===== config.mk =====
export PLATFORM = sky130hd
export DESIGN_NAME = cfp_top
export DESIGN_NICKNAME = d
export VERILOG_FILES = /design/src/hdl/cfp_pkg.sv /design/src/hdl/cfp_fifo_ptr.sv /design/src/hdl/cfp_top.sv
export SDC_FILE = /design/constraint.sdc
export NUM_CORES = 2
export LEC_CHECK = 0
export BUFFER_PORTS_ARGS = -buffer_cell sky130_fd_sc_hd__buf_2
export CORE_MARGIN = 5
export CORE_UTILIZATION = 35
export CTS_CLUSTER_DIAMETER = 40
export CTS_CLUSTER_SIZE = 24
export DETAILED_ROUTE_END_ITERATION = 16
export GPL_TIMING_DRIVEN = 0
export HOLD_SLACK_MARGIN = 0.15
export PLACE_DENSITY = 0.52
export SYNTH_ARGS = -nofsm -noshare
export SYNTH_HDL_FRONTEND = slang
export SYNTH_HIERARCHICAL = 1
export SYNTH_SLANG_ARGS = --single-unit

===== constraint.sdc =====
create_clock -name core_clk -period 4.3 [get_ports core_clk]
set_input_delay 0.43 -clock core_clk [delete_from_list [all_inputs] [get_ports core_clk]]
set_output_delay 0.43 -clock core_clk [all_outputs]
set_load 0.1 [all_outputs]

===== src/hdl/cfp_pkg.sv =====
// package: register map, field layout and carriers of the can filter and fifo pointer block
package cfp_pkg;

  // ****************************************************************
  // sizes
  // ****************************************************************
  localparam int unsigned CFP_NUM_FIFO = 32;
  localparam int unsigned CFP_IDX_W = 5;
  localparam int unsigned CFP_ADR_W = 12;
  localparam int unsigned CFP_ALIGN_BITS = 2;
  localparam int unsigned CFP_MSG_SHIFT = 4;
  localparam int unsigned CFP_FIFO_SHIFT = 9;

  // ****************************************************************
  // register offsets (byte addresses)
  // ****************************************************************
  localparam logic [11:0] CFP_OFS_FILTER = 12'h000;
  localparam logic [11:0] CFP_OFS_DIR = 12'h004;
  localparam logic [11:0] CFP_OFS_BASE = 12'h008;
  localparam logic [11:0] CFP_OFS_CTRL = 12'h00C;
  localparam logic [11:0] CFP_OFS_FULL = 12'h010;
  localparam logic [11:0] CFP_OFS_EMPTY = 12'h014;
  localparam logic [3:0] CFP_PAGE_UPTR = 4'h1;
  localparam logic [3:0] CFP_PAGE_MPOS = 4'h2;

  // ****************************************************************
  // field positions and reset values
  // ****************************************************************
  localparam int unsigned CFP_F24_BYTE = 0;
  localparam int unsigned CFP_F25_BYTE = 1;
  localparam int unsigned CFP_CTRL_CFG_POS = 0;
  localparam logic [31:0] CFP_DIR_RESET = 32'h0000_0000;
  localparam logic [31:0] CFP_BASE_RESET = 32'h0000_0000;
  localparam logic CFP_CFG_RESET = 1'b0;

  // ****************************************************************
  // carriers
  // ****************************************************************
  typedef struct packed {
    logic filter_on;
    logic [1:0] mask_choice;
    logic [4:0] fifo_target;
  } cfp_filter_t;

  localparam cfp_filter_t CFP_FILTER_RESET = '0;

  typedef struct packed {
    logic cyc;
    logic stb;
    logic we;
    logic [CFP_ADR_W-1:0] adr;
    logic [3:0] sel;
    logic [31:0] dat;
  } cfp_wb_req_t;

  typedef struct packed {
    logic ack;
    logic [31:0] dat;
  } cfp_wb_rsp_t;

  typedef struct packed {
    logic valid;
    logic from_filter25;
    logic [1:0] mask_choice;
    logic [4:0] fifo_target;
  } cfp_accept_t;

  typedef struct packed {
    logic valid;
    logic [4:0] fifo;
  } cfp_fifo_evt_t;

  typedef struct packed {
    logic [CFP_IDX_W-1:0] head;
    logic [CFP_IDX_W-1:0] tail;
    logic [CFP_IDX_W:0] count;
  } cfp_ptr_t;

  localparam cfp_ptr_t CFP_PTR_RESET = '0;
  localparam logic [CFP_IDX_W:0] CFP_PTR_FULL = 6'h20;

endpackage : cfp_pkg


===== src/hdl/cfp_fifo_ptr.sv =====
// module: head, tail and fill count of one message fifo
`timescale 1ns/10ps
module cfp_fifo_ptr (
  // clock and reset
  input wire logic core_clk,
  input wire logic rst_n,
  // pointer control
  input wire logic clear,
  input wire logic push,
  input wire logic pop,
  // pointer state
  output cfp_pkg::cfp_ptr_t ptr
);
  import cfp_pkg::*;

  cfp_ptr_t state;
  cfp_ptr_t next_state;
  logic do_push;
  logic do_pop;

  // ****************************************************************
  // pointer update
  // ****************************************************************
  // a push into a full fifo or a pop from an empty one is dropped
  assign do_push = push && (state.count != CFP_PTR_FULL);
  assign do_pop = pop && (state.count != '0);

  always_comb begin
    next_state = state;
    if (clear) begin
      next_state = CFP_PTR_RESET;
    end else begin
      if (do_push) begin
        next_state.head = state.head + 5'h1;
      end
      if (do_pop) begin
        next_state.tail = state.tail + 5'h1;
      end
      if (do_push && !do_pop) begin
        next_state.count = state.count + 6'h1;
      end else if (do_pop && !do_push) begin
        next_state.count = state.count - 6'h1;
      end
    end
  end

  always_ff @(posedge core_clk) begin
    if (!rst_n) begin
      state <= CFP_PTR_RESET;
    end else begin
      state <= next_state;
    end
  end

  assign ptr = state;
endmodule : cfp_fifo_ptr


===== src/hdl/cfp_top.sv =====
// module: filter 24/25 control, fifo direction and per-fifo pointer registers on wishbone
//
// Our own choices: the register offsets and the Wishbone slave port.
`timescale 1ns/10ps
module cfp_top (
  // clock and reset
  input wire logic core_clk,
  input wire logic rst_n,
  // wishbone slave
  input cfp_pkg::cfp_wb_req_t wb_req,
  output cfp_pkg::cfp_wb_rsp_t wb_rsp,
  // filter match logic
  input wire logic [1:0] filter_match,
  output cfp_pkg::cfp_filter_t [1:0] filter_cfg,
  output cfp_pkg::cfp_accept_t accept,
  // message movement from the protocol engine and fifo control
  input cfp_pkg::cfp_fifo_evt_t fifo_push,
  input cfp_pkg::cfp_fifo_evt_t fifo_pop,
  // mode
  output logic config_mode
);
  import cfp_pkg::*;

  typedef struct packed {
    cfp_wb_rsp_t rsp;
    cfp_filter_t [1:0] filt;
    logic [31:0] dir;
    logic [31:0] base;
    logic cfg_mode;
    cfp_accept_t accept;
  } cfp_top_state_t;

  cfp_top_state_t state;
  cfp_top_state_t next_state;
  cfp_ptr_t ptrs [CFP_NUM_FIFO];
  logic [31:0] full_map;
  logic [31:0] empty_map;
  logic take;
  logic take_rd;
  logic take_wr;
  logic is_uptr;
  logic is_mpos;
  logic is_reg;
  logic [4:0] fidx;
  logic [31:0] tx_addr;
  logic [31:0] rx_addr;
  logic [31:0] rd_word;

  // ****************************************************************
  // helpers
  // ****************************************************************
  function automatic logic [31:0] cfp_merge(input logic [31:0] old_word,
                                            input logic [31:0] new_word,
                                            input logic [3:0] sel);
    logic [31:0] res;
    res = old_word;
    for (int b = 0; b < 4; b++) begin
      if (sel[b]) begin
        res[b*8 +: 8] = new_word[b*8 +: 8];
      end
    end
    return res;
  endfunction : cfp_merge

  function automatic logic [4:0] cfp_fifo_index(input logic [CFP_ADR_W-1:0] adr);
    return adr[6:2];
  endfunction : cfp_fifo_index

  function automatic logic cfp_in_page(input logic [CFP_ADR_W-1:0] adr,
                                       input logic [3:0] page);
    return (adr[11:8] == page) && !adr[7];
  endfunction : cfp_in_page

  // user address of message slot idx of fifo n, word aligned
  function automatic logic [31:0] cfp_user_addr(input logic [31:0] base,
                                                input logic [4:0] n,
                                                input logic [4:0] idx);
    logic [31:0] a;
    a = base + {18'h0, n, idx, 4'h0};
    a[CFP_ALIGN_BITS-1:0] = '0;
    return a;
  endfunction : cfp_user_addr

  // ****************************************************************
  // fifo pointers
  // ****************************************************************
  // pointers are held cleared in configuration mode, so reads there are not meaningful
  for (genvar i = 0; i < CFP_NUM_FIFO; i++) begin : g_fifo
    cfp_fifo_ptr u_ptr (
      .core_clk(core_clk),
      .rst_n(rst_n),
      .clear(state.cfg_mode),
      .push(fifo_push.valid && (fifo_push.fifo == 5'(i))),
      .pop(fifo_pop.valid && (fifo_pop.fifo == 5'(i))),
      .ptr(ptrs[i])
    );
    assign full_map[i] = (ptrs[i].count == CFP_PTR_FULL);
    assign empty_map[i] = (ptrs[i].count == '0);
  end

  // ****************************************************************
  // bus decode and read mux
  // ****************************************************************
  assign take = wb_req.cyc && wb_req.stb && !state.rsp.ack;
  assign take_rd = take && !wb_req.we;
  assign take_wr = take && wb_req.we;
  assign is_uptr = cfp_in_page(wb_req.adr, CFP_PAGE_UPTR);
  assign is_mpos = cfp_in_page(wb_req.adr, CFP_PAGE_MPOS);
  assign is_reg = wb_req.adr inside {CFP_OFS_FILTER, CFP_OFS_DIR, CFP_OFS_BASE, CFP_OFS_CTRL,
                                     CFP_OFS_FULL, CFP_OFS_EMPTY};
  assign fidx = cfp_fifo_index(wb_req.adr);
  assign tx_addr = cfp_user_addr(state.base, fidx, ptrs[fidx].head);
  assign rx_addr = cfp_user_addr(state.base, fidx, ptrs[fidx].tail);

  always_comb begin
    rd_word = 32'h0000_0000;
    if (is_uptr) begin
      rd_word = state.dir[fidx] ? tx_addr : rx_addr;
    end else if (is_mpos) begin
      // transmit: next message to send; receive: next slot to fill
      rd_word[CFP_IDX_W-1:0] = state.dir[fidx] ? ptrs[fidx].tail : ptrs[fidx].head;
    end else begin
      unique case (wb_req.adr)
        CFP_OFS_FILTER: rd_word[15:0] = state.filt;
        CFP_OFS_DIR: rd_word = state.dir;
        CFP_OFS_BASE: rd_word = state.base;
        CFP_OFS_CTRL: rd_word[CFP_CTRL_CFG_POS] = state.cfg_mode;
        CFP_OFS_FULL: rd_word = full_map;
        CFP_OFS_EMPTY: rd_word = empty_map;
        default: rd_word = 32'h0000_0000;
      endcase
    end
  end

  // ****************************************************************
  // next state
  // ****************************************************************
  always_comb begin
    logic [31:0] ctrl_word;
    cfp_filter_t wr_filt;
    ctrl_word = cfp_merge({31'h0, state.cfg_mode}, wb_req.dat, wb_req.sel);
    wr_filt = CFP_FILTER_RESET;
    next_state = state;
    next_state.rsp.ack = take;
    next_state.rsp.dat = take_rd ? rd_word : 32'h0000_0000;
    if (take_wr) begin
      unique case (wb_req.adr)
        CFP_OFS_FILTER: begin
          for (int f = 0; f < 2; f++) begin
            if (wb_req.sel[f]) begin
              wr_filt = wb_req.dat[f*8 +: 8];
              next_state.filt[f].filter_on = wr_filt.filter_on;
              // fields are locked while the filter is on
              if (!state.filt[f].filter_on) begin
                next_state.filt[f].mask_choice = wr_filt.mask_choice;
                next_state.filt[f].fifo_target = wr_filt.fifo_target;
              end
            end
          end
        end
        CFP_OFS_DIR: next_state.dir = cfp_merge(state.dir, wb_req.dat, wb_req.sel);
        CFP_OFS_BASE: next_state.base = cfp_merge(state.base, wb_req.dat, wb_req.sel);
        CFP_OFS_CTRL: next_state.cfg_mode = ctrl_word[CFP_CTRL_CFG_POS];
        default: next_state.cfg_mode = state.cfg_mode;
      endcase
    end
    // acceptance: filter 24 wins over filter 25 on a double match
    next_state.accept = '0;
    if (filter_match[CFP_F24_BYTE] && state.filt[CFP_F24_BYTE].filter_on) begin
      next_state.accept.valid = 1'b1;
      next_state.accept.mask_choice = state.filt[CFP_F24_BYTE].mask_choice;
      next_state.accept.fifo_target = state.filt[CFP_F24_BYTE].fifo_target;
    end else if (filter_match[CFP_F25_BYTE] && state.filt[CFP_F25_BYTE].filter_on) begin
      next_state.accept.valid = 1'b1;
      next_state.accept.from_filter25 = 1'b1;
      next_state.accept.mask_choice = state.filt[CFP_F25_BYTE].mask_choice;
      next_state.accept.fifo_target = state.filt[CFP_F25_BYTE].fifo_target;
    end
  end

  always_ff @(posedge core_clk) begin
    if (!rst_n) begin
      state.rsp <= '0;
      state.filt <= {CFP_FILTER_RESET, CFP_FILTER_RESET};
      state.dir <= CFP_DIR_RESET;
      state.base <= CFP_BASE_RESET;
      state.cfg_mode <= CFP_CFG_RESET;
      state.accept <= '0;
    end else begin
      state <= next_state;
    end
  end

  // ****************************************************************
  // outputs
  // ****************************************************************
  assign wb_rsp = state.rsp;
  assign filter_cfg = state.filt;
  assign accept = state.accept;
  assign config_mode = state.cfg_mode;
endmodule : cfp_top


Word level (Yosys, flattened, before mapping)
Index checks and enable logic that the tools add are counted.

Flip-flop bits (word level): 635. Input bits: 67. Logic and storage cells: 848.

$add $sub $neg: 130. Order comparisons: 2. Eq/ne operators: 133. Multiplexer cells: 80. Bitwise logic cells: 4. Reductions and logical operators: 382.

Operators by type and width (number): 6-bit two-way mux (64); 5-bit by 1-bit adder with 5-bit output, second input constant (64); 1-bit logical AND (200); 6-bit by 1-bit adder with 6-bit output, second input constant (32); 6-bit equality test, second input constant (32); 6-bit zero test (32); 6-bit inequality test, second input constant (32); 6-bit nonzero test (32); 6-bit by 1-bit subtractor with 6-bit output, second input constant (32); 5-bit equality test, second input constant (32); 16-bit binary-select mux with 5-bit select (1); 5-bit by 4-bit equality test with 1-bit output, second input constant (16); 15-bit case mux with 5 select lines (1); 1-bit zero test (67); 32-bit by 14-bit adder with 32-bit output (2); 32-bit two-way mux (2); 16-bit case mux with 4 select lines (1); 2-bit nonzero test (32); 5-bit by 3-bit equality test with 1-bit output, second input constant (8); 3-bit AND reduction (11); 16-bit two-way mux (2); 27-bit two-way mux (1); 12-bit by 4-bit equality test with 1-bit output, second input constant (2); 12-bit by 5-bit equality test with 1-bit output, second input constant (2); 20 further kinds (31).

Depth between registers and ports, before layout
Depth in word-level cells: 7. Gate-level depth with buffers: 18. Gate-level depth less buffers: 16.

Modules after synthesis
Netlist, hierarchy kept.

By module, submodules not included: cfp_fifo_ptr (instances 32, cells each 107, area an instance 980.9 sq um, seq. area each 320.3 sq um); cfp_top (instances 1, cells each 1141, area an instance 10352.4 sq um, seq. area each 2462.4 sq um).

Worst setup path before layout
OpenSTA, ideal clock, no wires.

Path type: input to register. Start point: in wb_req[38] (netlist name). End point: reg state (netlist bit wb_rsp[31]). Setup time: 76 ps. Arrival: 3710 ps. Required time: 4224 ps. Slack: 514 ps. Stages: 15. Path through: buf_2 buf_4 mux4_2 a22oi_1 nand4_1 mux2i_1 inv_1 ha_1 a21o_1 a21oi_1 o32a_1 a21oi_1 or3b_1 xor2_1 o22ai_1.

Cells in the longest elaborated chain, start to end: 7. Elaborated cells between the ends (all ways): 16. Those cells by class: 2 x add/sub; 4 x eq/ne; 9 x mux; 1 x bitwise.

Ends and longest elaborated chain: from (decl) (RTL line cfp_top.sv:10) `input cfp_pkg::cfp_wb_req_t wb_req,`; 5-bit NOT with 6-bit output (implied by the code) (RTL line cfp_top.sv:112, cfp_top.sv:113); 16-bit binary-select mux with 5-bit select (RTL line cfp_top.sv:112, cfp_top.sv:113); 16-bit two-way mux (implied by the code) (2 in a row) (RTL line cfp_top.sv:112) `assign tx_addr = cfp_user_addr(state.base, fidx, ptrs[fidx].head);`; 32-bit by 14-bit adder with 32-bit output (RTL line cfp_top.sv:79) `a = base + {18'h0, n, idx, 4'h0};`; 32-bit two-way mux (RTL line cfp_top.sv:118) `rd_word = state.dir[fidx] ? tx_addr : rx_addr;`; 32-bit two-way mux (*) (RTL line cfp_top.sv:117) `if (is_uptr) begin`; to (signal assigned) (RTL line cfp_top.sv:190) `state <= next_state;`; to (decl) (RTL line cfp_top.sv:33) `cfp_top_state_t state;`.

Mark *: on every way between the ends. The rest lies on a longest branch, timed or not. The select of a mux whose other input is x is not followed. A chain may end at the register's enable or synchronous reset.

Worst setup path in the final report
Start point: in wb_req[40] (netlist name). End point: reg state (netlist bit wb_rsp[21]).

Same word-level chain as after synthesis.

==> impl_metrics.env <==
export IMPL_antenna_left=0
export IMPL_hold_viol=0
export IMPL_io_buffers=123
export IMPL_die_w_um=355
export IMPL_worst_path_max_delay_cell="o22ai_1"
export IMPL_cp_data_required_time_ps=4860
export IMPL_p_comb_share_pct=6.5
export IMPL_dieHeight_um=355
export IMPL_r2r_start="state[61]"
export IMPL_cts_tree="done"
export IMPL_instances_no_fill=6526
export IMPL_wl_met3_mm=10.7
export IMPL_io_pins=126
export IMPL_grt_max_degree=40
export IMPL_synth_edf_count=0
export IMPL_synthToLayoutAreaGrowth_pct=19.9
export IMPL_drt_pass1_iterations=6
export IMPL_p_sw_mw=4.54
export IMPL_grt_use_total_pct=22.6
export IMPL_critical_path_buf_inv_count=5
export IMPL_ys_types=70
export IMPL_critPathCaptureType="flop"
export IMPL_initial_utilization_pct=35.3
export IMPL_insertion_delay_ps=740
export IMPL_maxSlewHeadroom_pct=3.05
export IMPL_path_class="primary input to flop"
export IMPL_critPathTopFamily="compound AO/OA/AOI/OAI gates"
export IMPL_final_core_util_pct=42.3
export IMPL_nets=5238
export IMPL_drive_gt1_share_pct=18.3
export IMPL_cts_buffer_depth=3
export IMPL_violations="setup timing"
export IMPL_clkPwrFrac_pct=60.7
export IMPL_yosysWarnings=6
export IMPL_finalClockSkew_ps=29.8
export IMPL_timing_rr_end="wb_rsp[21]"
export IMPL_wl_per_cell_um=22.7
export IMPL_antenna_found_initial=14
export IMPL_p_per_area_mw_per_mm2=365
export IMPL_syn_area_mm2=0.0417
export IMPL_drtIter0Drc=3178
export IMPL_syn_instance_count=4565
export IMPL_ys_flop_type="dfxtp_1"
export IMPL_p_int_mw=13.7
export IMPL_route_final_wire_length_mm=148
export IMPL_status="finished with violations"
export IMPL_leakage_nw=19.2
export IMPL_p_total_mw=18.3
export IMPL_min_period_ps=4400
export IMPL_grt_pass1_vias=34300
export IMPL_worstPathCellList="buf_2, buf_6, buf_4, buf_8, mux4_2, a22oi_2, nand4_1, mux2_2, ha_1, a21oi_1, o32a_1, a21oi_4, buf_12, nand2_1, xor2_1, o22ai_1"
export IMPL_n_fill_cell=11600
export IMPL_vias=36900
export IMPL_reg2regPathDepth=16
export IMPL_startpoint="wb_req[40]"
export IMPL_worstSetupPathDepth=16
export IMPL_report_final_slew_viol_count=0
export IMPL_synth_seq_cells=635
export IMPL_layout_setup_ws_ps=-95.7
export IMPL_top_layer="met5"
export IMPL_drv_cap=0
export IMPL_ys_seq_area_share_pct=30.5
export IMPL_postSynthAreaPerCell_um2=9.14
export IMPL_cts_root_buffer="clkbuf_16"
export IMPL_finalCritPeriodShare_pct=102
export IMPL_rrSetupSlack_ps=10
export IMPL_cts_buffers=134
export IMPL_met2WireLength_mm=61.7
export IMPL_pwr_share_seq_pct=32.8
export IMPL_multi_input_area_mm2=0.0272
export IMPL_holdWs_ps=289
export IMPL_die_area_mm2=0.126
export IMPL_cp_data_arrival_time_ps=4950
export IMPL_grt_first_pass_wirelength_mm=218
export IMPL_rows=126
export IMPL_max_clock_freq_mhz=227
export IMPL_irDropWorstVdd_uv=406
export IMPL_synth_largest_area_cell="dfxtp_1"
export IMPL_finalSetupViolCount=5
export IMPL_synthTopCellsByArea="dfxtp_1 (30%), ha_1 (8.0%), nor2_1 (5.0%), mux2i_1 (4.7%), xor2_1 (4.4%)"
export IMPL_drc=0
export IMPL_drt_met1_wl_mm=69.3
export IMPL_place_gp_congestion=0.954
export IMPL_dp_final_hpwl_mm=112
export IMPL_seqCellArea_mm2=0.0127
export IMPL_placeableCoreArea_mm2=0.118
export IMPL_clk_pin_slew_ps=60
export IMPL_overflow=0
export IMPL_cp_max_fo=10
export IMPL_syn_num_nets=4931
export IMPL_start_kind="primary input"
export IMPL_cts_sinks=635
export IMPL_cp_endpoint="wb_rsp[21]"
export IMPL_min_path_type="primary input to flop"
export IMPL_synth_top_cell_area_share_pct=30.5
export IMPL_synth_async_reset_ratio_pct=0
export IMPL_worstMarginPinSlew_ps=1450
export IMPL_placed_cells=6226
export IMPL_h_tree_depth=4
export IMPL_max_stage_delay_ps=550
export IMPL_switching_share_pct=24.8
export IMPL_avgViaCountPerCell=5.65
[layer usage]
metal	up-vias	track usage (%)
met4	2	9.27
met2	1229	33.3
li1	17500	-
met5	-	0
met1	17800	32.3
met3	301	4.31
[timing repair]
item                                   CTS  global route
setup endpoints to repair               24            20
setup buffers                            0             4
endpoints found under the hold margin   84             0
hold buffers                            41             0
pin swaps                                0             9
gates resized for setup                 54            40
gates cloned                             0             1
[worst min path at each step]
stage,start,to,slack (ps),cells after the start
after floorplan,filter_cfg[10],filter_cfg[10],470,2
after global placement,g_fifo[6].u_ptr/ptr[10],g_fifo[6].u_ptr/ptr[10],500,2
after detailed placement,g_fifo[24].u_ptr/ptr[10],g_fifo[24].u_ptr/ptr[10],500,2
after CTS,wb_req[48],wb_rsp[1],220,4
after global routing,wb_req[48],wb_rsp[1],280,4
final,wb_req[48],wb_rsp[1],290,4
[state kept, by name, summed over array words and instances, names as in the netlist]
| register | flops |
|---|---|
| wb_rsp | 33 |
| state | 64 |
| g_fifo.u_ptr/ptr | 512 |
| config_mode | 1 |
| filter_cfg | 16 |
| accept | 9 |
[layout by cell type, fill, tap and decap left out, drive strengths merged, types with 73 or more instances in the layout]
| master | synthesis | routed |
|---|---|---|
| a21oi | 132 | 132 |
| a31oi | 100 | 100 |
| and3 | 73 | 73 |
| buf | 99 | 224 |
| clkbuf | 164 | 334 |
| dfxtp | 635 | 635 |
| ha | 266 | 266 |
| inv | 201 | 217 |
| mux2i | 195 | 195 |
| nand2 | 95 | 95 |
| nand3 | 222 | 222 |
| nand4 | 119 | 119 |
| nor2 | 588 | 588 |
| nor2b | 167 | 167 |
| nor4 | 130 | 130 |
| o21ai | 102 | 102 |
| o31ai | 96 | 96 |
| xnor2 | 131 | 131 |
| xor2 | 211 | 211 |
[metrics by stage]
stage | TNS, ps | instance area, µm² | setup slack, ps
6_report | -290 | 50000 | -95.7
5_1_grt | -0.0573 | 50000 | -0.0573
4_1_cts | 0 | 49800 | 1.30
3_5_place_dp | -44040 | 44300 | -1930
3_3_place_gp | -122860 | 44300 | -1950
2_1_floorplan | 0 | 41700 | 514
[cells in the mapped netlist, types with 95 or more instances]
cell type	number
nor2b_1	167
nand4_1	119
xor2_1	211
mux2i_1	195
dfxtp_1	635
ha_1	266
inv_1	201
nand3_1	218
nand2_1	95
clkbuf_1	100
nor4_1	128
a31oi_1	100
nor2_1	554
xnor2_1	131
a21oi_1	132
[layout make-up]
cell class / count / area share (%)
clock buffers: 166 / 7.54
flip-flops and latches: 635 / 25.4
repair buffers: 170 / 2.28
diodes: 7 / 0.0350
clock inverters: 81 / 2.13
multi-input cells: 3467 / 54.3
inverters: 201 / 1.51
plain buffers: 263 / 2.93
well taps: 1536 / 3.84
[cells by family (layout without fill, tap and decap cells)]
logic type      count (synthesis)  after routing  share of synthesized area, %
flops                         635            635                          30.5
xor+xnor                      342            342                          7.18
compound gates                876            877                          18.1
buf+inv                       464            881                          5.06
mux                           257            257                          7.91
other cells                     0              7                             0
simple gates                 1692           1692                          21.7
fa+ha+maj                     299            299                          9.56
[worst register-to-register path: cells and delay by family, from the launching register on]
kind,cells,cell delay [ps]
fa+ha+maj,1,260
flops,1,330
buf+inv,3,450
mux,2,700
simple gates,3,350
compound gates,6,1960
xor+xnor,1,60
[power by group through the flow]
stage	sequential (mW)	combinational (mW)	clock (mW)
2_1_floorplan	6.09	0.703	0
3_3_place_gp	6.10	1.11	0
3_5_place_dp	6.10	1.12	0
4_1_cts	5.99	1.16	11.3
5_1_grt	5.99	1.27	11.6
6_report	5.99	1.20	11.1
Note: power is estimated with default switching activity, not from simulation.
